File: src/design/usd_defines.svh
// offsets, field positions, reset values and sizes of the uart data port
// assumes a 32-bit classic wishbone address space with word-aligned registers
`ifndef USD_DEFINES_SVH
`define USD_DEFINES_SVH

// ------------------------------------------------------------
// register byte addresses
// ------------------------------------------------------------
`define USD_ADR_SHADOW  32'h5000_1060
`define USD_ADR_CTRL    32'h5000_1100
`define USD_ADR_LSTAT   32'h5000_1104
`define USD_ADR_IST     32'h5000_1108
`define USD_ADR_IMSK    32'h5000_110c

// ------------------------------------------------------------
// field positions
// ------------------------------------------------------------
`define USD_CTRL_FIFO_EN 0
`define USD_CTRL_IR_MODE 1
`define USD_LST_RDY      0
`define USD_LST_OVR      1
`define USD_LST_TXE      5
`define USD_EV_RX        0
`define USD_EV_OVR       1
`define USD_EV_TXE       2

// ------------------------------------------------------------
// reset values and sizes
// ------------------------------------------------------------
`define USD_SHADOW_RST   16'h0000
`define USD_IMSK_RST     3'h0
`define USD_FIFO_DEPTH   16
`define USD_CHAR_W       8

`endif

File: src/design/usd_pkg.sv
// types shared by the uart data port and its testbench
// assumes usd_defines.svh is on the include path
`include "usd_defines.svh"

package usd_pkg;

   // classic wishbone request as driven by the master
   typedef struct packed {
      logic        cyc;
      logic        stb;
      logic        we;
      logic [3:0]  sel;
      logic [31:0] adr;
      logic [31:0] dat;
   } usd_wb_req_s;

   // one character with its strobe or valid flag
   typedef struct packed {
      logic                    valid;
      logic [`USD_CHAR_W-1:0]  data;
   } usd_char_s;

   typedef logic [2:0] usd_ev_t;

   // state of the data port outside its two fifos
   typedef struct packed {
      logic                    ack;
      logic [31:0]             rdata;
      logic                    fifoEn;
      logic                    irMode;
      logic [`USD_CHAR_W-1:0]  rxHold;
      logic                    rxHoldValid;
      logic [`USD_CHAR_W-1:0]  txHold;
      logic                    txHoldFull;
      usd_char_s               txSer;
      usd_char_s               txIr;
      logic                    overrun;
      logic                    holdEmptyPrev;
      usd_ev_t                 ist;
      usd_ev_t                 imsk;
      logic                    irq;
   } usd_port_state_s;

endpackage

File: src/design/usd_data_port.sv
// uart receive/transmit data location with its mode, status and interrupt registers
// assumes character-level receivers and a transmit shifter on ref_clk around it
//
// Overview of operation
// - the data location decodes as an alias of receive buffer and transmit holding
// - reads of bits 7:0 give the character from the serial or infrared receiver
// - read data is valid only while the data-ready flag in line status is set
// - fifo off: a new character overwrites an unread one and flags overrun
// - fifo on: a read returns and pops the receive fifo head
// - full receive fifo: new character dropped, contents kept, overrun flagged
// - writes of bits 7:0 queue a character for the serial or infrared transmitter
// - fifo off: a write with holding-empty set clears holding-empty
// - fifo off: further writes before holding-empty returns replace the held character
// - fifo on: writes are accepted until the transmit fifo, depth FIFO_DEPTH (16 by default), is full
// - a write while the transmit fifo is full is dropped, contents unchanged
`timescale 1ns/100ps
`include "usd_defines.svh"

module usd_data_port #(
   parameter int FIFO_DEPTH = `USD_FIFO_DEPTH
) (
   input  wire logic                 ref_clk,
   input  wire logic                 rst_b,
   input  wire logic                 ce,
   input  wire usd_pkg::usd_wb_req_s wbReq,
   output logic                      wbAck,
   output logic [31:0]               wbDatO,
   input  wire usd_pkg::usd_char_s   rxSerChar,
   input  wire usd_pkg::usd_char_s   rxIrChar,
   output usd_pkg::usd_char_s        txSerChar,
   output usd_pkg::usd_char_s        txIrChar,
   input  wire logic                 txTake,
   output logic                      irMode,
   output logic                      irq
);

   if (FIFO_DEPTH < 2) begin : g_bad_depth
      $error("usd_data_port needs FIFO_DEPTH >= 2");
   end

   usd_pkg::usd_port_state_s st_r;
   usd_pkg::usd_port_state_s st_nxt;

   logic                   req;
   logic                   shadowRd;
   logic                   shadowWr;
   logic                   ctrlWr;
   logic                   modeChange;
   usd_pkg::usd_char_s     rxSel;
   logic                   rxOvr;
   logic                   dataReady;
   logic                   holdEmpty;
   logic                   txAvail;
   logic [`USD_CHAR_W-1:0] txSrcData;
   logic                   txLoad;
   logic [31:0]            rdMux;
   usd_pkg::usd_ev_t       ev;
   usd_pkg::usd_ev_t       w1c;
   logic [`USD_CHAR_W-1:0] rxHead;
   logic                   rxFull;
   logic                   rxEmpty;
   logic [`USD_CHAR_W-1:0] txHead;
   logic                   txFull;
   logic                   txEmpty;

   function automatic logic adrHit(input logic [31:0] a, input logic [31:0] o);
      return a[31:2] == o[31:2];
   endfunction

   // ------------------------------------------------------------
   // bus decode
   // ------------------------------------------------------------
   // ack comes one edge after the request, so each access costs two cycles
   assign req      = wbReq.cyc && wbReq.stb && !st_r.ack;
   assign shadowRd = req && !wbReq.we && adrHit(wbReq.adr, `USD_ADR_SHADOW);
   assign shadowWr = req && wbReq.we && wbReq.sel[0]
                     && adrHit(wbReq.adr, `USD_ADR_SHADOW);
   assign ctrlWr   = req && wbReq.we && wbReq.sel[0] && adrHit(wbReq.adr, `USD_ADR_CTRL);
   // switching fifo mode flushes both fifos; the hold registers keep any stale byte
   assign modeChange = ctrlWr && (wbReq.dat[`USD_CTRL_FIFO_EN] != st_r.fifoEn);

   // ------------------------------------------------------------
   // receive path
   // ------------------------------------------------------------
   assign rxSel = st_r.irMode ? rxIrChar : rxSerChar;
   assign rxOvr = rxSel.valid && (st_r.fifoEn ? rxFull : st_r.rxHoldValid);
   assign dataReady = st_r.fifoEn ? !rxEmpty : st_r.rxHoldValid;

   usd_fifo #(
      .WIDTH (`USD_CHAR_W),
      .DEPTH (FIFO_DEPTH)
   ) u_rx_fifo (
      .ref_clk  (ref_clk),
      .rst_b    (rst_b),
      .ce       (ce),
      .clear    (modeChange),
      .push     (st_r.fifoEn && rxSel.valid),
      .pop      (st_r.fifoEn && shadowRd),
      .pushData (rxSel.data),
      .headData (rxHead),
      .full     (rxFull),
      .empty    (rxEmpty)
   );

   // ------------------------------------------------------------
   // transmit path
   // ------------------------------------------------------------
   assign holdEmpty = st_r.fifoEn ? txEmpty : !st_r.txHoldFull;
   assign txAvail   = st_r.fifoEn ? !txEmpty : st_r.txHoldFull;
   assign txSrcData = st_r.fifoEn ? txHead : st_r.txHold;
   // the shifter register is refilled in the cycle it is taken, no bubble
   assign txLoad    = txAvail && (!(st_r.txSer.valid || st_r.txIr.valid) || txTake);

   usd_fifo #(
      .WIDTH (`USD_CHAR_W),
      .DEPTH (FIFO_DEPTH)
   ) u_tx_fifo (
      .ref_clk  (ref_clk),
      .rst_b    (rst_b),
      .ce       (ce),
      .clear    (modeChange),
      .push     (st_r.fifoEn && shadowWr),
      .pop      (st_r.fifoEn && txLoad),
      .pushData (wbReq.dat[`USD_CHAR_W-1:0]),
      .headData (txHead),
      .full     (txFull),
      .empty    (txEmpty)
   );

   // ------------------------------------------------------------
   // read mux
   // ------------------------------------------------------------
   always_comb begin
      rdMux = '0;
      if (adrHit(wbReq.adr, `USD_ADR_SHADOW)) begin
         // upper bits stay zero
         rdMux[`USD_CHAR_W-1:0] = st_r.fifoEn ? rxHead : st_r.rxHold;
      end else if (adrHit(wbReq.adr, `USD_ADR_CTRL)) begin
         rdMux[`USD_CTRL_FIFO_EN] = st_r.fifoEn;
         rdMux[`USD_CTRL_IR_MODE] = st_r.irMode;
      end else if (adrHit(wbReq.adr, `USD_ADR_LSTAT)) begin
         rdMux[`USD_LST_RDY] = dataReady;
         rdMux[`USD_LST_OVR] = st_r.overrun;
         rdMux[`USD_LST_TXE] = holdEmpty;
      end else if (adrHit(wbReq.adr, `USD_ADR_IST)) begin
         rdMux[2:0] = st_r.ist;
      end else if (adrHit(wbReq.adr, `USD_ADR_IMSK)) begin
         rdMux[2:0] = st_r.imsk;
      end
   end

   // ------------------------------------------------------------
   // next state
   // ------------------------------------------------------------
   always_comb begin
      st_nxt       = st_r;
      st_nxt.ack   = req;
      st_nxt.rdata = (req && !wbReq.we) ? rdMux : '0;

      if (ctrlWr) begin
         st_nxt.fifoEn = wbReq.dat[`USD_CTRL_FIFO_EN];
         st_nxt.irMode = wbReq.dat[`USD_CTRL_IR_MODE];
      end

      // hold-register receive: arrival beats a same-cycle read
      if (!st_r.fifoEn && shadowRd) begin
         st_nxt.rxHoldValid = 1'b0;
      end
      if (!st_r.fifoEn && rxSel.valid) begin
         st_nxt.rxHold      = rxSel.data;
         st_nxt.rxHoldValid = 1'b1;
      end

      // hold-register transmit: a late write replaces the held byte
      if (!st_r.fifoEn && txLoad) begin
         st_nxt.txHoldFull = 1'b0;
      end
      if (!st_r.fifoEn && shadowWr) begin
         st_nxt.txHold     = wbReq.dat[`USD_CHAR_W-1:0];
         st_nxt.txHoldFull = 1'b1;
      end

      // shifter hand-off, only the line selected at load time shows valid
      if (txTake) begin
         st_nxt.txSer.valid = 1'b0;
         st_nxt.txIr.valid  = 1'b0;
      end
      if (txLoad) begin
         if (st_r.irMode) begin
            st_nxt.txIr.valid = 1'b1;
            st_nxt.txIr.data  = txSrcData;
         end else begin
            st_nxt.txSer.valid = 1'b1;
            st_nxt.txSer.data  = txSrcData;
         end
      end

      // line-status overrun clears on a status read, a new overrun wins
      if (req && !wbReq.we && adrHit(wbReq.adr, `USD_ADR_LSTAT)) begin
         st_nxt.overrun = 1'b0;
      end
      if (rxOvr) begin
         st_nxt.overrun = 1'b1;
      end

      // interrupt events, write one to clear, set beats clear
      ev                = '0;
      ev[`USD_EV_RX]    = rxSel.valid;
      ev[`USD_EV_OVR]   = rxOvr;
      ev[`USD_EV_TXE]   = holdEmpty && !st_r.holdEmptyPrev;
      st_nxt.holdEmptyPrev = holdEmpty;
      w1c = (req && wbReq.we && wbReq.sel[0] && adrHit(wbReq.adr, `USD_ADR_IST))
            ? wbReq.dat[2:0] : '0;
      st_nxt.ist = (st_r.ist & ~w1c) | ev;
      if (req && wbReq.we && wbReq.sel[0] && adrHit(wbReq.adr, `USD_ADR_IMSK)) begin
         st_nxt.imsk = wbReq.dat[2:0];
      end
      st_nxt.irq = |(st_nxt.ist & st_nxt.imsk);
   end

   always_ff @(posedge ref_clk or negedge rst_b) begin
      if (!rst_b) begin
         st_r          <= '0;
         st_r.imsk     <= `USD_IMSK_RST;
         st_r.holdEmptyPrev <= 1'b1;
      end else if (ce) begin
         st_r <= st_nxt;
      end
   end

   assign wbAck     = st_r.ack;
   assign wbDatO    = st_r.rdata;
   assign txSerChar = st_r.txSer;
   assign txIrChar  = st_r.txIr;
   assign irMode    = st_r.irMode;
   assign irq       = st_r.irq;
endmodule

File: src/design/usd_fifo.sv
// character fifo used for both the receive and the transmit direction
// assumes push and pop come from logic on ref_clk; pushes while full are dropped
`timescale 1ns/100ps
`include "usd_defines.svh"

module usd_fifo #(
   parameter int WIDTH = `USD_CHAR_W,
   parameter int DEPTH = `USD_FIFO_DEPTH
) (
   input  wire logic             ref_clk,
   input  wire logic             rst_b,
   input  wire logic             ce,
   input  wire logic             clear,
   input  wire logic             push,
   input  wire logic             pop,
   input  wire logic [WIDTH-1:0] pushData,
   output logic      [WIDTH-1:0] headData,
   output logic                  full,
   output logic                  empty
);

   localparam int AW = $clog2(DEPTH);
   localparam int CW = $clog2(DEPTH + 1);

   if (DEPTH < 2 || WIDTH < 1) begin : g_bad_size
      $error("usd_fifo needs DEPTH >= 2 and WIDTH >= 1");
   end

   typedef struct packed {
      logic [DEPTH-1:0][WIDTH-1:0] mem;
      logic [AW-1:0]               rdPtr;
      logic [AW-1:0]               wrPtr;
      logic [CW-1:0]               count;
   } usd_fifo_state_s;

   usd_fifo_state_s st_r;
   usd_fifo_state_s st_nxt;
   logic            doPush;
   logic            doPop;

   function automatic logic [AW-1:0] ptrInc(input logic [AW-1:0] p);
      return (p == AW'(DEPTH - 1)) ? '0 : p + AW'(1);
   endfunction

   assign full     = (st_r.count == CW'(DEPTH));
   assign empty    = (st_r.count == '0);
   assign headData = st_r.mem[st_r.rdPtr];

   // ------------------------------------------------------------
   // next state
   // ------------------------------------------------------------
   always_comb begin
      st_nxt = st_r;
      doPush = push && !full;   // full fifo keeps its contents
      doPop  = pop && !empty;
      if (doPush) begin
         st_nxt.mem[st_r.wrPtr] = pushData;
         st_nxt.wrPtr           = ptrInc(st_r.wrPtr);
      end
      if (doPop) begin
         st_nxt.rdPtr = ptrInc(st_r.rdPtr);
      end
      if (doPush && !doPop) begin
         st_nxt.count = st_r.count + CW'(1);
      end else if (doPop && !doPush) begin
         st_nxt.count = st_r.count - CW'(1);
      end
      if (clear) begin
         st_nxt.rdPtr = '0;
         st_nxt.wrPtr = '0;
         st_nxt.count = '0;
      end
   end

   always_ff @(posedge ref_clk or negedge rst_b) begin
      if (!rst_b) begin
         st_r <= '0;
      end else if (ce) begin
         st_r <= st_nxt;
      end
   end

endmodule

File: config.mk
export PLATFORM = sky130hd
export DESIGN_NAME = usd_data_port
export DESIGN_NICKNAME = d
export VERILOG_FILES = /design/src/design/usd_pkg.sv /design/src/design/usd_data_port.sv /design/src/design/usd_fifo.sv
export VERILOG_INCLUDE_DIRS = /design/src /design/src/design
export SDC_FILE = /design/constraint.sdc
export NUM_CORES = 1
export LEC_CHECK = 0
export BUFFER_PORTS_ARGS = -buffer_cell sky130_fd_sc_hd__buf_2
export CAP_MARGIN = 15
export CORE_MARGIN = 2
export CORE_UTILIZATION = 46
export CTS_BUF_LIST = sky130_fd_sc_hd__clkbuf_8 sky130_fd_sc_hd__clkbuf_16
export DETAILED_ROUTE_END_ITERATION = 7
export PLACE_DENSITY_LB_ADDON = 0.15
export SLEW_MARGIN = 20
export SYNTH_ARGS = -nofsm -noshare
export SYNTH_HDL_FRONTEND = slang
export SYNTH_SLANG_ARGS = --single-unit
File: constraint.sdc
create_clock -name ref_clk -period 3.4 [get_ports ref_clk]
set_input_delay 0.17 -clock ref_clk [delete_from_list [all_inputs] [get_ports ref_clk]]
set_output_delay 0.17 -clock ref_clk [all_outputs]
set_load 0.03 [all_outputs]
## After elaboration in Yosys (flattened, before gate mapping)

Cells that the tools add are included.

| word-level totals | value |
|---|---|
| word-level logic and storage cells | 220 |
| output and inout bits | 53 |
| memories | 0 |
| bits in registers | 362 |
| bits in read-only memories | 0 |
| input port bits | 93 |
| bits in latches | 0 |
| memory bits (writable) | 0 |

| cells by class | value |
|---|---|
| order comparisons | 6 |
| mux-type cells | 57 |
| equal/unequal tests | 12 |
| shift-type cells | 0 |
| $mul | 0 |
| $add $sub $neg | 8 |
| reduce and logical (&&, ||, !) cells | 77 |
| div/mod/pow operators | 0 |
| bitwise logic cells | 5 |

Operator list:

| kind | number |
|---|---|
| $bwmux 128 | 2 |
| $eq 30x29->1 const B | 5 |
| $bmux 8 s4 | 2 |
| $demux 8 s4 | 2 |
| $mux 8 | 7 |
| $logic_and 1x1->1 | 33 |
| $mux 4 | 8 |
| $reduce_and 2->1 | 14 |
| $mux 9 | 3 |
| $mux 13 | 2 |
| $lt 4x5->1 const B | 4 |
| $mux 5 | 4 |
| $mux 18 | 1 |
| $mux 1 | 17 |
| $add 4x1->4 const B | 4 |
| $eq 4x4->1 const B | 4 |
| $mux 3 | 5 |
| $logic_not 1->1 | 14 |
| $reduce_bool 2->1 | 7 |
| $add 5x1->5 const B | 2 |
| $eq 5x5->1 const B | 2 |
| $logic_not 5->1 | 2 |
| $sub 5x1->5 const B | 2 |
| $ge 4x1->1 const B | 2 |
| other kinds (10) | 17 |

## Depth between registers and ports, before layout

Gate-level depths: netlist of run 1.

| logic depth | value |
|---|---|
| depth after elaboration | 12 |
| gate-level depth with buffers | 13 |

## Modules after synthesis

A second synthesis of run 1 with hierarchy kept.

| second synthesis, totals | value |
|---|---|
| cell total of the unflattened synthesis | 1330 |
| area total of the unflattened synthesis | 17638.2 sq um |

Modules (own cells, without submodules):

| module | times used | sequential area each (sq um) | cells an instance | area an instance (sq um) |
|---|---|---|---|---|
| usd_fifo (u_tx_fifo) | 1 | 3528.4 | 509 | 7184.4 |
| usd_fifo (u_rx_fifo) | 1 | 3528.4 | 504 | 7128.1 |
| usd_data_port | 1 | 1402.6 | 317 | 3325.7 |

## Worst setup path after synthesis of run 1

No wires, ideal clock.

| timing path | value |
|---|---|
| kind | reg-to-reg |
| start | reg u_rx_fifo.st_r[1] in the netlist's numbering |
| end | reg u_rx_fifo.st_r[4] in the netlist's numbering |
| required time | 3.269 ns |
| stages on the path, launching flop included | 12 |
| slack | 0.524 ns |
| arrival time | 2.745 ns |
| period minus slack after synthesis | 2.876 ns |
| setup time | 0.131 ns |
| cells stage by stage | dfrtp_1 > or4_1 > o21ai_0 > nor4b_4 > or2_2 > ha_1 > nor2b_1 > o21ai_0 > and3_1 > mux2i_1 > mux2i_1 > o22ai_1 |

| on the way | value |
|---|---|
| word-level cells in the longest chain between the ends | 7 |

Ends and longest elaborated chain:

| item | line | text |
|---|---|---|
| start, declared | usd_fifo.sv:36 | `usd_fifo_state_s st_r;` |
| start signal, assigned | usd_fifo.sv:79 | `st_r <= st_nxt;` |
| parallel branches: the longest is 7 deep, another holds $sub 5x1->5 | - |  |

Parallel ways; which one is timed is not known. The select of a mux whose other input is x is not followed.
A chain may end at the register's enable or synchronous reset.

## Worst setup path after layout of run 1

Same ends and word-level chain as after synthesis.

==> results of run 1 <==
-- metal layers --
layer | part of all wire [%] | track usage, % | wire length [um] | vias up
met5 | 0 | 0 | 0 | -
met4 | 2.6 | 7.04 | 1060 | 0
met3 | 3.7 | 3.21 | 1480 | 74
met2 | 49 | 36.6 | 19600 | 207
met1 | 45 | 28.5 | 18000 | 5668
li1 | - | - | - | 5299
-- registers in the layout, indices dropped and copies added, names as in the netlist --
signal,cells
txIrChar,9
wbAck,1
txSerChar,9
irq,1
wbDatO,8
st_r,27
u_tx_fifo.st_r,141
irMode,1
u_rx_fifo.st_r,141
-- what timing repair did --
item / CTS / global route
hold buffers: 2 / 0
endpoints found under the hold margin: 101 / 0
resized for setup: 0 / 0
-- area by class of cell --
cell class	count	area, um2	share of cell area [%]
inverter	27	101	0.540
multi-input combinational	965	7330	39.1
clock buffer	52	1200	6.39
sequential	338	8460	45.1
clock inverter	23	191	1.02
tap	461	577	3.07
timing repair buffer	142	901	4.80
-- through the flow --
step / util (%) / power, mW
floorplan: - / 4.26
global placement: 48.9 / 4.43
detailed placement: 48.9 / 4.43
CTS: 52.9 / 8.88
global route: 52.9 / 9.09
finish: 52.9 / 8.76
-- cells by family after synthesis --
kind of cell             synth area share (%)
AO/OA/AOI/OAI                            11.0
XOR/XNOR                                0.530
adder cells (fa/ha/maj)                  1.45
buffers and inverters                    5.01
flip-flops                               51.2
multiplexers                             20.4
other                                  0.0227
AND/OR/NAND/NOR                          10.4
-- power by group through the flow --
stage	logic, mW	registers, mW	clock network [mW]
floorplan	0.139	4.12	0
global placement	0.307	4.12	0
detailed placement	0.310	4.12	0
CTS	0.312	4.05	4.52
global route	0.342	4.05	4.70
finish	0.305	4.05	4.41
-- cell usage in the layout, fill, tap and decap left out, types with 5 or more instances in the layout --
cell type and instances:
o2bb2ai_1 8, conb_1 24, a211oi_1 8, clkbuf_8 9, a31oi_1 5, a21oi_1 29, xor2_1 6, o22ai_1 12
o21ai_0 153, nor2b_1 8, and2_1 7, a221oi_1 8, clkinv_2 8, buf_2 91, a22o_1 6, inv_1 33
clkbuf_16 43, a21o_1 16, buf_4 44, nand2_2 9, and3_1 7, ha_1 16, nor4_1 8, mux2i_1 77
mux2_1 32, nand4_1 10, nor2_1 51, o221ai_1 20, dfrtp_1 335, mux4_2 35, nand3_1 36, nand2_1 164
mux2_2 129, nor3_1 8
-- worst min-delay path: stages --
cell and delay, ns:
buf_2 0.27, nor2_1 0.17, a21oi_1 0.05
-- worst max path at each step --
| stage | from | end | cells after the start |
|---|---|---|---|
| floorplan | u_rx_fifo.st_r[1]$_DFFE_PN0P_ | u_rx_fifo.st_r[4]$_DFFE_PN0P_ | 11 |
| global placement | u_rx_fifo.st_r[1]$_DFFE_PN0P_ | u_rx_fifo.st_r[4]$_DFFE_PN0P_ | 11 |
| detailed placement | u_rx_fifo.st_r[1]$_DFFE_PN0P_ | u_rx_fifo.st_r[4]$_DFFE_PN0P_ | 11 |
| CTS | u_rx_fifo.st_r[1]$_DFFE_PN0P_ | u_rx_fifo.st_r[4]$_DFFE_PN0P_ | 11 |
| global route | u_rx_fifo.st_r[1]$_DFFE_PN0P_ | u_rx_fifo.st_r[4]$_DFFE_PN0P_ | 11 |
| finish | u_rx_fifo.st_r[1]$_DFFE_PN0P_ | u_rx_fifo.st_r[4]$_DFFE_PN0P_ | 11 |
==> reports/qor.yml, run 1 <==
swShare_pct: 22.1
coreArea_um2: 35500
worstRegToRegCells: 11
grt_pass1_vias: 11400
die-area_um2: 37500
yosysSeqAreaShare_pct: 51.2
die_w_um: 194
synth.ff_latch_count: 338
route.vias.total: 11200
critPathLaunchType: "flop"
max_freq_mhz: 320
hold_start: "ce"
worstReg2RegStart: "u_rx_fifo.st_r[1]$_DFFE_PN0P_"
routedWlPerCell_um: 20.0
stdcell_area_um2: 18800
synth-async-reset-ratio_pct: 100
place_hpwl_mm: 27.4
hold_path_depth: 3
ys.flop_type: "dfrtp_1"
cts.clk_slew.worst_paths_ns: 0.06
finalClockSkew_ns: 0.0234
tightest_slew_ns: 0.858
gp_congestion: 0.827
placed_cells: 1931
rows: 69
drv_cap: 0
internal_power_mw: 6.82
reg2reg_to: "u_rx_fifo.st_r[4]$_DFFE_PN0P_"
p_comb_share_pct: 3.5
crit_buf_inv: 0
relSlewSlack_pct: 42.8
post-place-ws_ns: 0.295
cts_buffers: 41
syn_to_final_growth_pct: 13.5
power.leakage_nw: 8.68
cts.path.max_buffers: 3
synth_edf_count: 0
drt_pre_antenna_iters: 5
avgSynthCellArea_um2: 11.4
nFillCells: 3147
netlist_area_um2: 16500
holdWs_ns: 0.103
grt_max_degree: 106
seqPwrFrac_pct: 46.2
path_class: "reg2reg"
n_antenna_cell: 0
min_path_type: "in2reg"
vias_per_cell: 5.60
critPathSlowestCell: "or4_1"
synth_area_leader_cell: "dfrtp_1"
grt_pass1_wl_mm: 64.0
fin_tns_setup_ns: 0
hold_viol: 0
nNetsFinal: 1626
drtAntennaViolNets: 0
r2r_slack_ns: 0.28
wl_mm: 40.1
fin_crit_sh_pct: 91.8
cp.required_ns: 3.83
worstPathMaxFanout: 5
final_cells: 2008
grt_usage_pct: 21.6
drv_slew: 0
cts_tree: "done"
synth_most_common_cell: "dfrtp_1"
netlist_instances: 1444
p_clk_share_pct: 50.3
post_cts_buffers: 0
initial_core_util_pct: 46.6
htree_levels: 2
whs_endpoint: "st_r[7]$_DFFE_PN1P_"
power_density_nw_per_um2: 467
clk_latency_ns: 0.56
synth_top_cell_area_share_pct: 51.0
clkSinkCount: 338
p_sw_mw: 1.94
drtIter0Drc: 542
max-vdd-ir-drop_mv: 0.367
period_needed_ns: 3.12
clock-root-buffer: "clkbuf_16"
drive_gt1_share_pct: 26.2
grt_overflow: 0
die_h_um: 194
synth.distinct_cells: 76
ys_warn_count: 0
outcome: "completed"
antenna_found_initial: 0
worstPathCellList: "or4_1 -> o21ai_0 -> nor4b_4 -> or2_2 -> ha_1 -> nor2b_1 -> o21ai_0 -> and3_1 -> mux2i_1 -> mux2i_1 -> o22ai_1"
slowest_delay_ns: 0.61
rsz0062_at_grt: "false"
end_kind: "flop"
io_pins: 146
synthTopCellsByArea: "dfrtp_1 51%, mux2_2 8.8%, mux4_2 4.8%"
cp.arrival_ns: 3.55
placed_cell_area_um2: 17400
layout_setup_ws_ns: 0.278
port_buffers: 92
yosys-top-cells-count: "337 x dfrtp_1, 164 x nand2_1, 153 x o21ai_0, 129 x mux2_2, 77 x mux2i_1"
finalSetupViolCount: 0
crit_family: "simple AND/OR/NAND/NOR gates"
drc_errors: 0
No activity file was read; power rests on OpenSTA's default activity.
==> run 2: changes to the inputs <==
--- a/config.mk
+++ b/config.mk
@@ -8,12 +8,11 @@
 export LEC_CHECK = 0
 export BUFFER_PORTS_ARGS = -buffer_cell sky130_fd_sc_hd__buf_2
 export CAP_MARGIN = 15
-export CORE_MARGIN = 2
+export CORE_ASPECT_RATIO = 0.8
 export CORE_UTILIZATION = 46
 export CTS_BUF_LIST = sky130_fd_sc_hd__clkbuf_8 sky130_fd_sc_hd__clkbuf_16
 export DETAILED_ROUTE_END_ITERATION = 7
 export PLACE_DENSITY_LB_ADDON = 0.15
-export SLEW_MARGIN = 20
 export SYNTH_ARGS = -nofsm -noshare
 export SYNTH_HDL_FRONTEND = slang
 export SYNTH_SLANG_ARGS = --single-unit
==> run 2 against run 1 <==
Net effect: sequential share of layout area up 0.55 points; flip-flop and latch count did not move; largest cell class unchanged; first-iteration DRC count rose by 51%; global-route usage up 0.74 points; critical endpoint is now u_tx_fifo.st_r[4]$_DFFE_PN0P_; clock power decreased by 11%; critical path type unchanged.
==> reports/qor.yml, run 2 (synthesized netlist as in run 1, its figures left out) <==
worstPathMaxFanout: 5  # unchanged
end_kind: "flop"
post_cts_buffers: 0  # unchanged
hold_path_depth: 2  # -1
finalSetupViolCount: 0  # unchanged
outcome: "completed"
clkSinkCount: 338  # unchanged
critPathSlowestCell: "or4_1"
max_freq_mhz: 325  # +1.5%
mostFrequentLayoutCells: "335 x dfrtp_1, 164 x nand2_1, 152 x o21ai_0"
grt_overflow: 0  # unchanged
clock-root-buffer: "clkbuf_16"
drt_pre_antenna_iters: 5  # unchanged
io_pins: 146  # unchanged
clk_latency_ns: 0.52  # -0.04 ns
cp.required_ns: 3.79  # -0.04 ns
drive_gt1_share_pct: 25.4  # -0.82 points
routedWlPerCell_um: 19.8  # -1.1%
cts.clk_slew.worst_paths_ns: 0.06  # about the same
hold_viol: 0  # unchanged
port_buffers: 92  # unchanged
route.vias.total: 11300  # +0.25%
critPathLaunchType: "flop"
path_class: "reg2reg"
fin_util_pct: 52.9  # about the same
slowest_delay_ns: 0.65  # +0.04 ns
grt_pass1_vias: 11100  # -2.5%
relSlewSlack_pct: 34.2  # -8.6 points
cts_tree: "done"
grt_usage_pct: 22.3  # +0.74 points
finalClockSkew_ns: 0.0202  # -0.00319 ns
rsz0062_at_grt: "false"
drc_errors: 0  # unchanged
cts.path.max_buffers: 3  # unchanged
die_w_um: 214  # +11%
n_antenna_cell: 0  # unchanged
largestRegisters: "u_rx_fifo.st_r (141), u_tx_fifo.st_r (141), st_r (27)"
cp.arrival_ns: 3.47  # -0.08 ns
die_h_um: 172  # -11%
power_density_nw_per_um2: 446  # -4.5%
min_path_type: "in2reg"
grt_pass1_wl_mm: 64.3  # +0.44%
nNetsFinal: 1619  # -0.43%
coreArea_um2: 35000  # -1.3%
nFillCells: 3108  # -1.2%
fin_crit_sh_pct: 90.5  # -1.3 points
r2r_slack_ns: 0.32  # +0.04 ns
wl_mm: 39.6  # -1.2%
gp_congestion: 0.875  # +5.7%
tightest_slew_ns: 0.983  # +0.125 ns
place_hpwl_mm: 27.6  # +0.99%
cts_buffers: 37  # -9.8%
antenna_found_initial: 0  # unchanged
worstPathCellList: "or4_1 -> o211ai_1 -> nand4_1 -> ha_1 -> nor2b_1 -> o21ai_0 -> nand3_1 -> mux2i_1 -> nor3_1 -> a221o_1"
power.leakage_nw: 8.57  # -1.2%
grt_max_degree: 73  # -31%
vias_per_cell: 5.62  # +0.35%
period_needed_ns: 3.08  # -0.0450 ns
fin_tns_setup_ns: 0  # unchanged
final_common_cell: "dfrtp_1"
placed_cells: 1938  # +0.36%
syn_to_final_growth_pct: 12.1
die-area_um2: 36700  # -2.0%
worstRegToRegCells: 10  # -1
drv_slew: 0  # unchanged
final_cells: 2006  # -0.10%
drv_cap: 0  # unchanged
rows: 61  # -12%
drtIter0Drc: 821  # +51%
htree_levels: 2  # unchanged
max-vdd-ir-drop_mv: 0.296  # -19%
initial_core_util_pct: 47.2  # +0.60 points
drtAntennaViolNets: 0  # unchanged
[run 2: cell types whose count changed in the layout (fill, tap and decap cells not counted), sizes merged]
| cell | change |
|---|---|
| clkinvlp | -2 |
| buf | -3 |
| clkbuf | -10 |
| clkinv | -2 |
| inv | +4 |
[run 2: what timing repair did]
item                                    4_1_cts  5_1_grt
hold buffers                                  2        0
gates resized for setup                       0        1
hold endpoints to repair                     55        0
endpoints found under the setup margin        0        1
[run 2: routing by layer]
metal | GRT usage [%] | vias to the layer above | share of wire (%)
met2 | 30.2 | 283 | 40
met3 | 3.18 | 44 | 5.0
met4 | 4.35 | 0 | 1.4
met5 | 0 | - | 0
met1 | 37.0 | 5673 | 54
li1 | - | 5276 | -
[run 2: through the flow]
stage          worst slack [ns]  instance area (um2)  power (mW)  hold WS [ns]
6_report                  0.323                18500        8.27        0.0799
5_1_grt                  0.0999                18500        8.55        0.0970
4_1_cts                   0.231                18500        8.36        0.0592
3_5_place_dp              0.247                17300        4.43         0.143
3_3_place_gp              0.276                17300        4.43         0.146
2_1_floorplan             0.524                16600        4.26        -0.126
[run 2: layout make-up]
type	instances	area, um2	share of cell area [%]
sequential	338	8460	45.6
clock buffer	42	995	5.37
tap	472	591	3.19
multi-input combinational	965	7330	39.6
inverter	27	101	0.547
clock inverter	23	186	1.01
timing repair buffer	139	870	4.69
[run 2: final timing paths]
path,from,endpoint
worst min-delay path,ce,st_r[6]$_DFFE_PN0P_
max in group asynchronous,rst_b,txSerChar[4]$_DFFE_PN0P_
worst max-delay path,u_tx_fifo.st_r[1]$_DFFE_PN0P_,u_tx_fifo.st_r[4]$_DFFE_PN0P_
min in group asynchronous,rst_b,wbDatO[4]$_DFFE_PN0P_
worst max register to register,u_tx_fifo.st_r[1]$_DFFE_PN0P_,u_tx_fifo.st_r[4]$_DFFE_PN0P_
worst min register to register,u_rx_fifo.st_r[100]$_DFFE_PN0P_,u_rx_fifo.st_r[100]$_DFFE_PN0P_
[run 2: power breakdown]
group	switching [mW]	internal, mW
logic	0.236	0.0726
clock network	1.60	2.32
registers	0.00892	4.04
[run 2: worst max-delay path, delay by kind of cell (launching register included)]
family / cells / cell delay (ns)
adder cells (fa/ha/maj): 1 / 0.39
AND/OR/NAND/NOR: 5 / 1.23
multiplexers: 1 / 0.21
flip-flops: 1 / 0.42
AO/OA/AOI/OAI: 3 / 0.72
==> run 3: changes to the inputs <==
--- a/config.mk
+++ b/config.mk
@@ -12,7 +12,7 @@
 export CORE_UTILIZATION = 46
 export CTS_BUF_LIST = sky130_fd_sc_hd__clkbuf_8 sky130_fd_sc_hd__clkbuf_16
 export DETAILED_ROUTE_END_ITERATION = 7
-export PLACE_DENSITY_LB_ADDON = 0.15
+export PLACE_DENSITY_LB_ADDON = 0.1
 export SYNTH_ARGS = -nofsm -noshare
 export SYNTH_HDL_FRONTEND = slang
 export SYNTH_SLANG_ARGS = --single-unit
==> run 3 against run 2 <==
Net effect: first-iteration DRC count decreased by 5.0%; wire length up 1.6%; cell count is 0.25% higher; clock-buffer cell count is 2 higher; clock power increased by 3%; core utilization grew 0.16 points; sequential power barely moved; sequential share of layout area down 0.14 points; clock skew rose by 0.0057 ns; critical path depth rose by 1; largest power group unchanged.
==> reports/qor.yml, run 3 (synthesized netlist as in run 1, its figures left out) <==
outcome: "completed"
r2r_slack_ns: 0.30  # -0.02 ns
final_common_cell: "dfrtp_1"
worstReg2RegStart: "u_rx_fifo.st_r[1]$_DFFE_PN0P_"
coreArea_um2: 35000  # unchanged
relSlewSlack_pct: 27.7  # -6.5 points
cts_buffers: 38  # +2.7%
finalSetupViolCount: 0  # unchanged
hold_start: "ce"
use_met2_pct: 30.3  # +0.042 points
clk_latency_ns: 0.54  # +0.02 ns
multi_input_area_um2: 7330  # unchanged
drv_cap: 0  # unchanged
io_pins: 146  # unchanged
tightest_slew_ns: 1.08  # +0.0977 ns
cts.clk_slew.worst_paths_ns: 0.06  # about the same
fin_crit_sh_pct: 91.1  # +0.58 points
met1_usage_pct: 36.9  # -0.14 points
post_cts_buffers: 0  # unchanged
grt_usage_pct: 22.6  # +0.27 points
worstRegToRegCells: 11  # +1
port_buffers: 92  # unchanged
critPathLaunchType: "flop"
reg2reg_to: "u_rx_fifo.st_r[4]$_DFFE_PN0P_"
top_usage_layer: "met1"
place_hpwl_mm: 27.5  # -0.54%
clock-root-buffer: "clkbuf_16"
drtIter0Drc: 780  # -5.0%
drt_pre_antenna_iters: 5  # unchanged
end_kind: "flop"
die-area_um2: 36700  # unchanged
power_density_nw_per_um2: 450  # +0.86%
placed_cells: 1940  # +0.10%
clkSinkCount: 338  # unchanged
drtAntennaViolNets: 0  # unchanged
power.leakage_nw: 8.60  # +0.32%
hold_viol: 0  # unchanged
mostFrequentLayoutCells: "335 x dfrtp_1, 164 x nand2_1, 153 x o21ai_0"
wl_mm: 40.3  # +1.6%
final_cells: 2011  # +0.25%
gp_congestion: 0.863  # -1.3%
htree_levels: 2  # unchanged
grt_pass1_wl_mm: 64.3  # about the same
fin_tns_setup_ns: 0  # unchanged
drive_gt1_share_pct: 25.6  # +0.24 points
route.vias.total: 11200  # -0.55%
final-seq-area_um2: 8460  # unchanged
whs_endpoint: "wbAck$_DFFE_PN0P_"
met3_usage_pct: 4.05  # +0.87 points
grt_overflow: 0  # unchanged
drv_slew: 0  # unchanged
die_w_um: 214  # unchanged
cts.path.max_buffers: 3  # unchanged
hold_path_depth: 2  # unchanged
worstPathMaxFanout: 5  # unchanged
min_path_type: "in2reg"
largestRegisters: "u_rx_fifo.st_r (141), u_tx_fifo.st_r (141), st_r (27)"
routedWlPerCell_um: 20.0  # +1.4%
rsz0062_at_grt: "false"
antenna_found_initial: 1  # +1
syn_to_final_growth_pct: 12.5
grt_pass1_vias: 10800  # -2.5%
finalClockSkew_ns: 0.0259  # +0.00565 ns
nFillCells: 3086  # -0.71%
path_class: "reg2reg"
rows: 61  # unchanged
crit_start: "u_rx_fifo.st_r[1]$_DFFE_PN0P_"
vias_per_cell: 5.58  # -0.80%
cts_tree: "done"
die_h_um: 172  # unchanged
max-vdd-ir-drop_mv: 0.242  # -18%
cp.required_ns: 3.80  # about the same
drc_errors: 0  # unchanged
nNetsFinal: 1621  # +0.12%
period_needed_ns: 3.10  # +0.0197 ns
n_antenna_cell: 0  # unchanged
initial_core_util_pct: 47.2  # unchanged
grt_max_degree: 96  # +32%
max_freq_mhz: 323  # -0.64%
cp.arrival_ns: 3.50  # +0.03 ns
[run 3: cell count changes in the layout (fill, tap and decap cells not counted), sizes merged]
cell and change:
buf +1, bufinv -1, clkbuf +2, clkinv +2
inv +1
[run 3: worst max-delay path by stage]
stage	end	slack (ns)	cells after the start
floorplan	u_rx_fifo.st_r[4]$_DFFE_PN0P_	0.52	11
global placement	u_rx_fifo.st_r[4]$_DFFE_PN0P_	0.32	11
detailed placement	u_rx_fifo.st_r[4]$_DFFE_PN0P_	0.30	11
CTS	u_rx_fifo.st_r[4]$_DFFE_PN0P_	0.29	11
global route	u_rx_fifo.st_r[4]$_DFFE_PN0P_	0.15	11
finish	u_rx_fifo.st_r[4]$_DFFE_PN0P_	0.30	11
[run 3: layer usage]
metal / vias to the layer above / share of wire [%]
met5: - / 0.047
met4: 2 / 1.7
met3: 57 / 5.5
met2: 304 / 39
met1: 5570 / 53
li1: 5281 / -
[run 3: cell type report]
cell class,instances,share of cell area (%)
clock inverter,25,1.02
clock buffer,44,5.56
multi-input combinational,965,39.4
inverter,27,0.545
timing repair buffer,140,4.76
sequential,338,45.5
tap,472,3.18
[run 3: power breakdown]
part | switching, mW | internal (mW)
Combinational | 0.235 | 0.0734
Clock | 1.68 | 2.33
Sequential | 0.00870 | 4.04
Total | 1.92 | 6.45
[run 3: worst max-delay path, cell delays in order, from the launching register on]
cell and delay, ns:
dfrtp_1 0.42, or4_1 0.60, o21ai_0 0.32, nor4b_4 0.10, or2_2 0.33, ha_1 0.33, nor2b_1 0.14, o21ai_0 0.20
a21oi_1 0.10, mux2i_1 0.16, mux2i_1 0.20, o22ai_1 0.08
[run 3: per-stage QoR]
stage | area, um2 | hold slack (ns) | setup slack (ns) | util [%] | total power, mW
after floorplan | 16600 | -0.126 | 0.524 | - | 4.26
after global placement | 17400 | 0.253 | 0.316 | 49.5 | 4.43
after detailed placement | 17400 | 0.258 | 0.302 | 49.5 | 4.43
after CTS | 18600 | 0.0216 | 0.286 | 53.1 | 8.47
after global routing | 18600 | 0.0285 | 0.152 | 53.1 | 8.67
final | 18600 | 0.0388 | 0.303 | 53.1 | 8.37
[run 3: repair_timing]
item,in CTS,in global routing
hold buffers,2,0
endpoints found under the hold margin,91,0
resized for setup,0,0
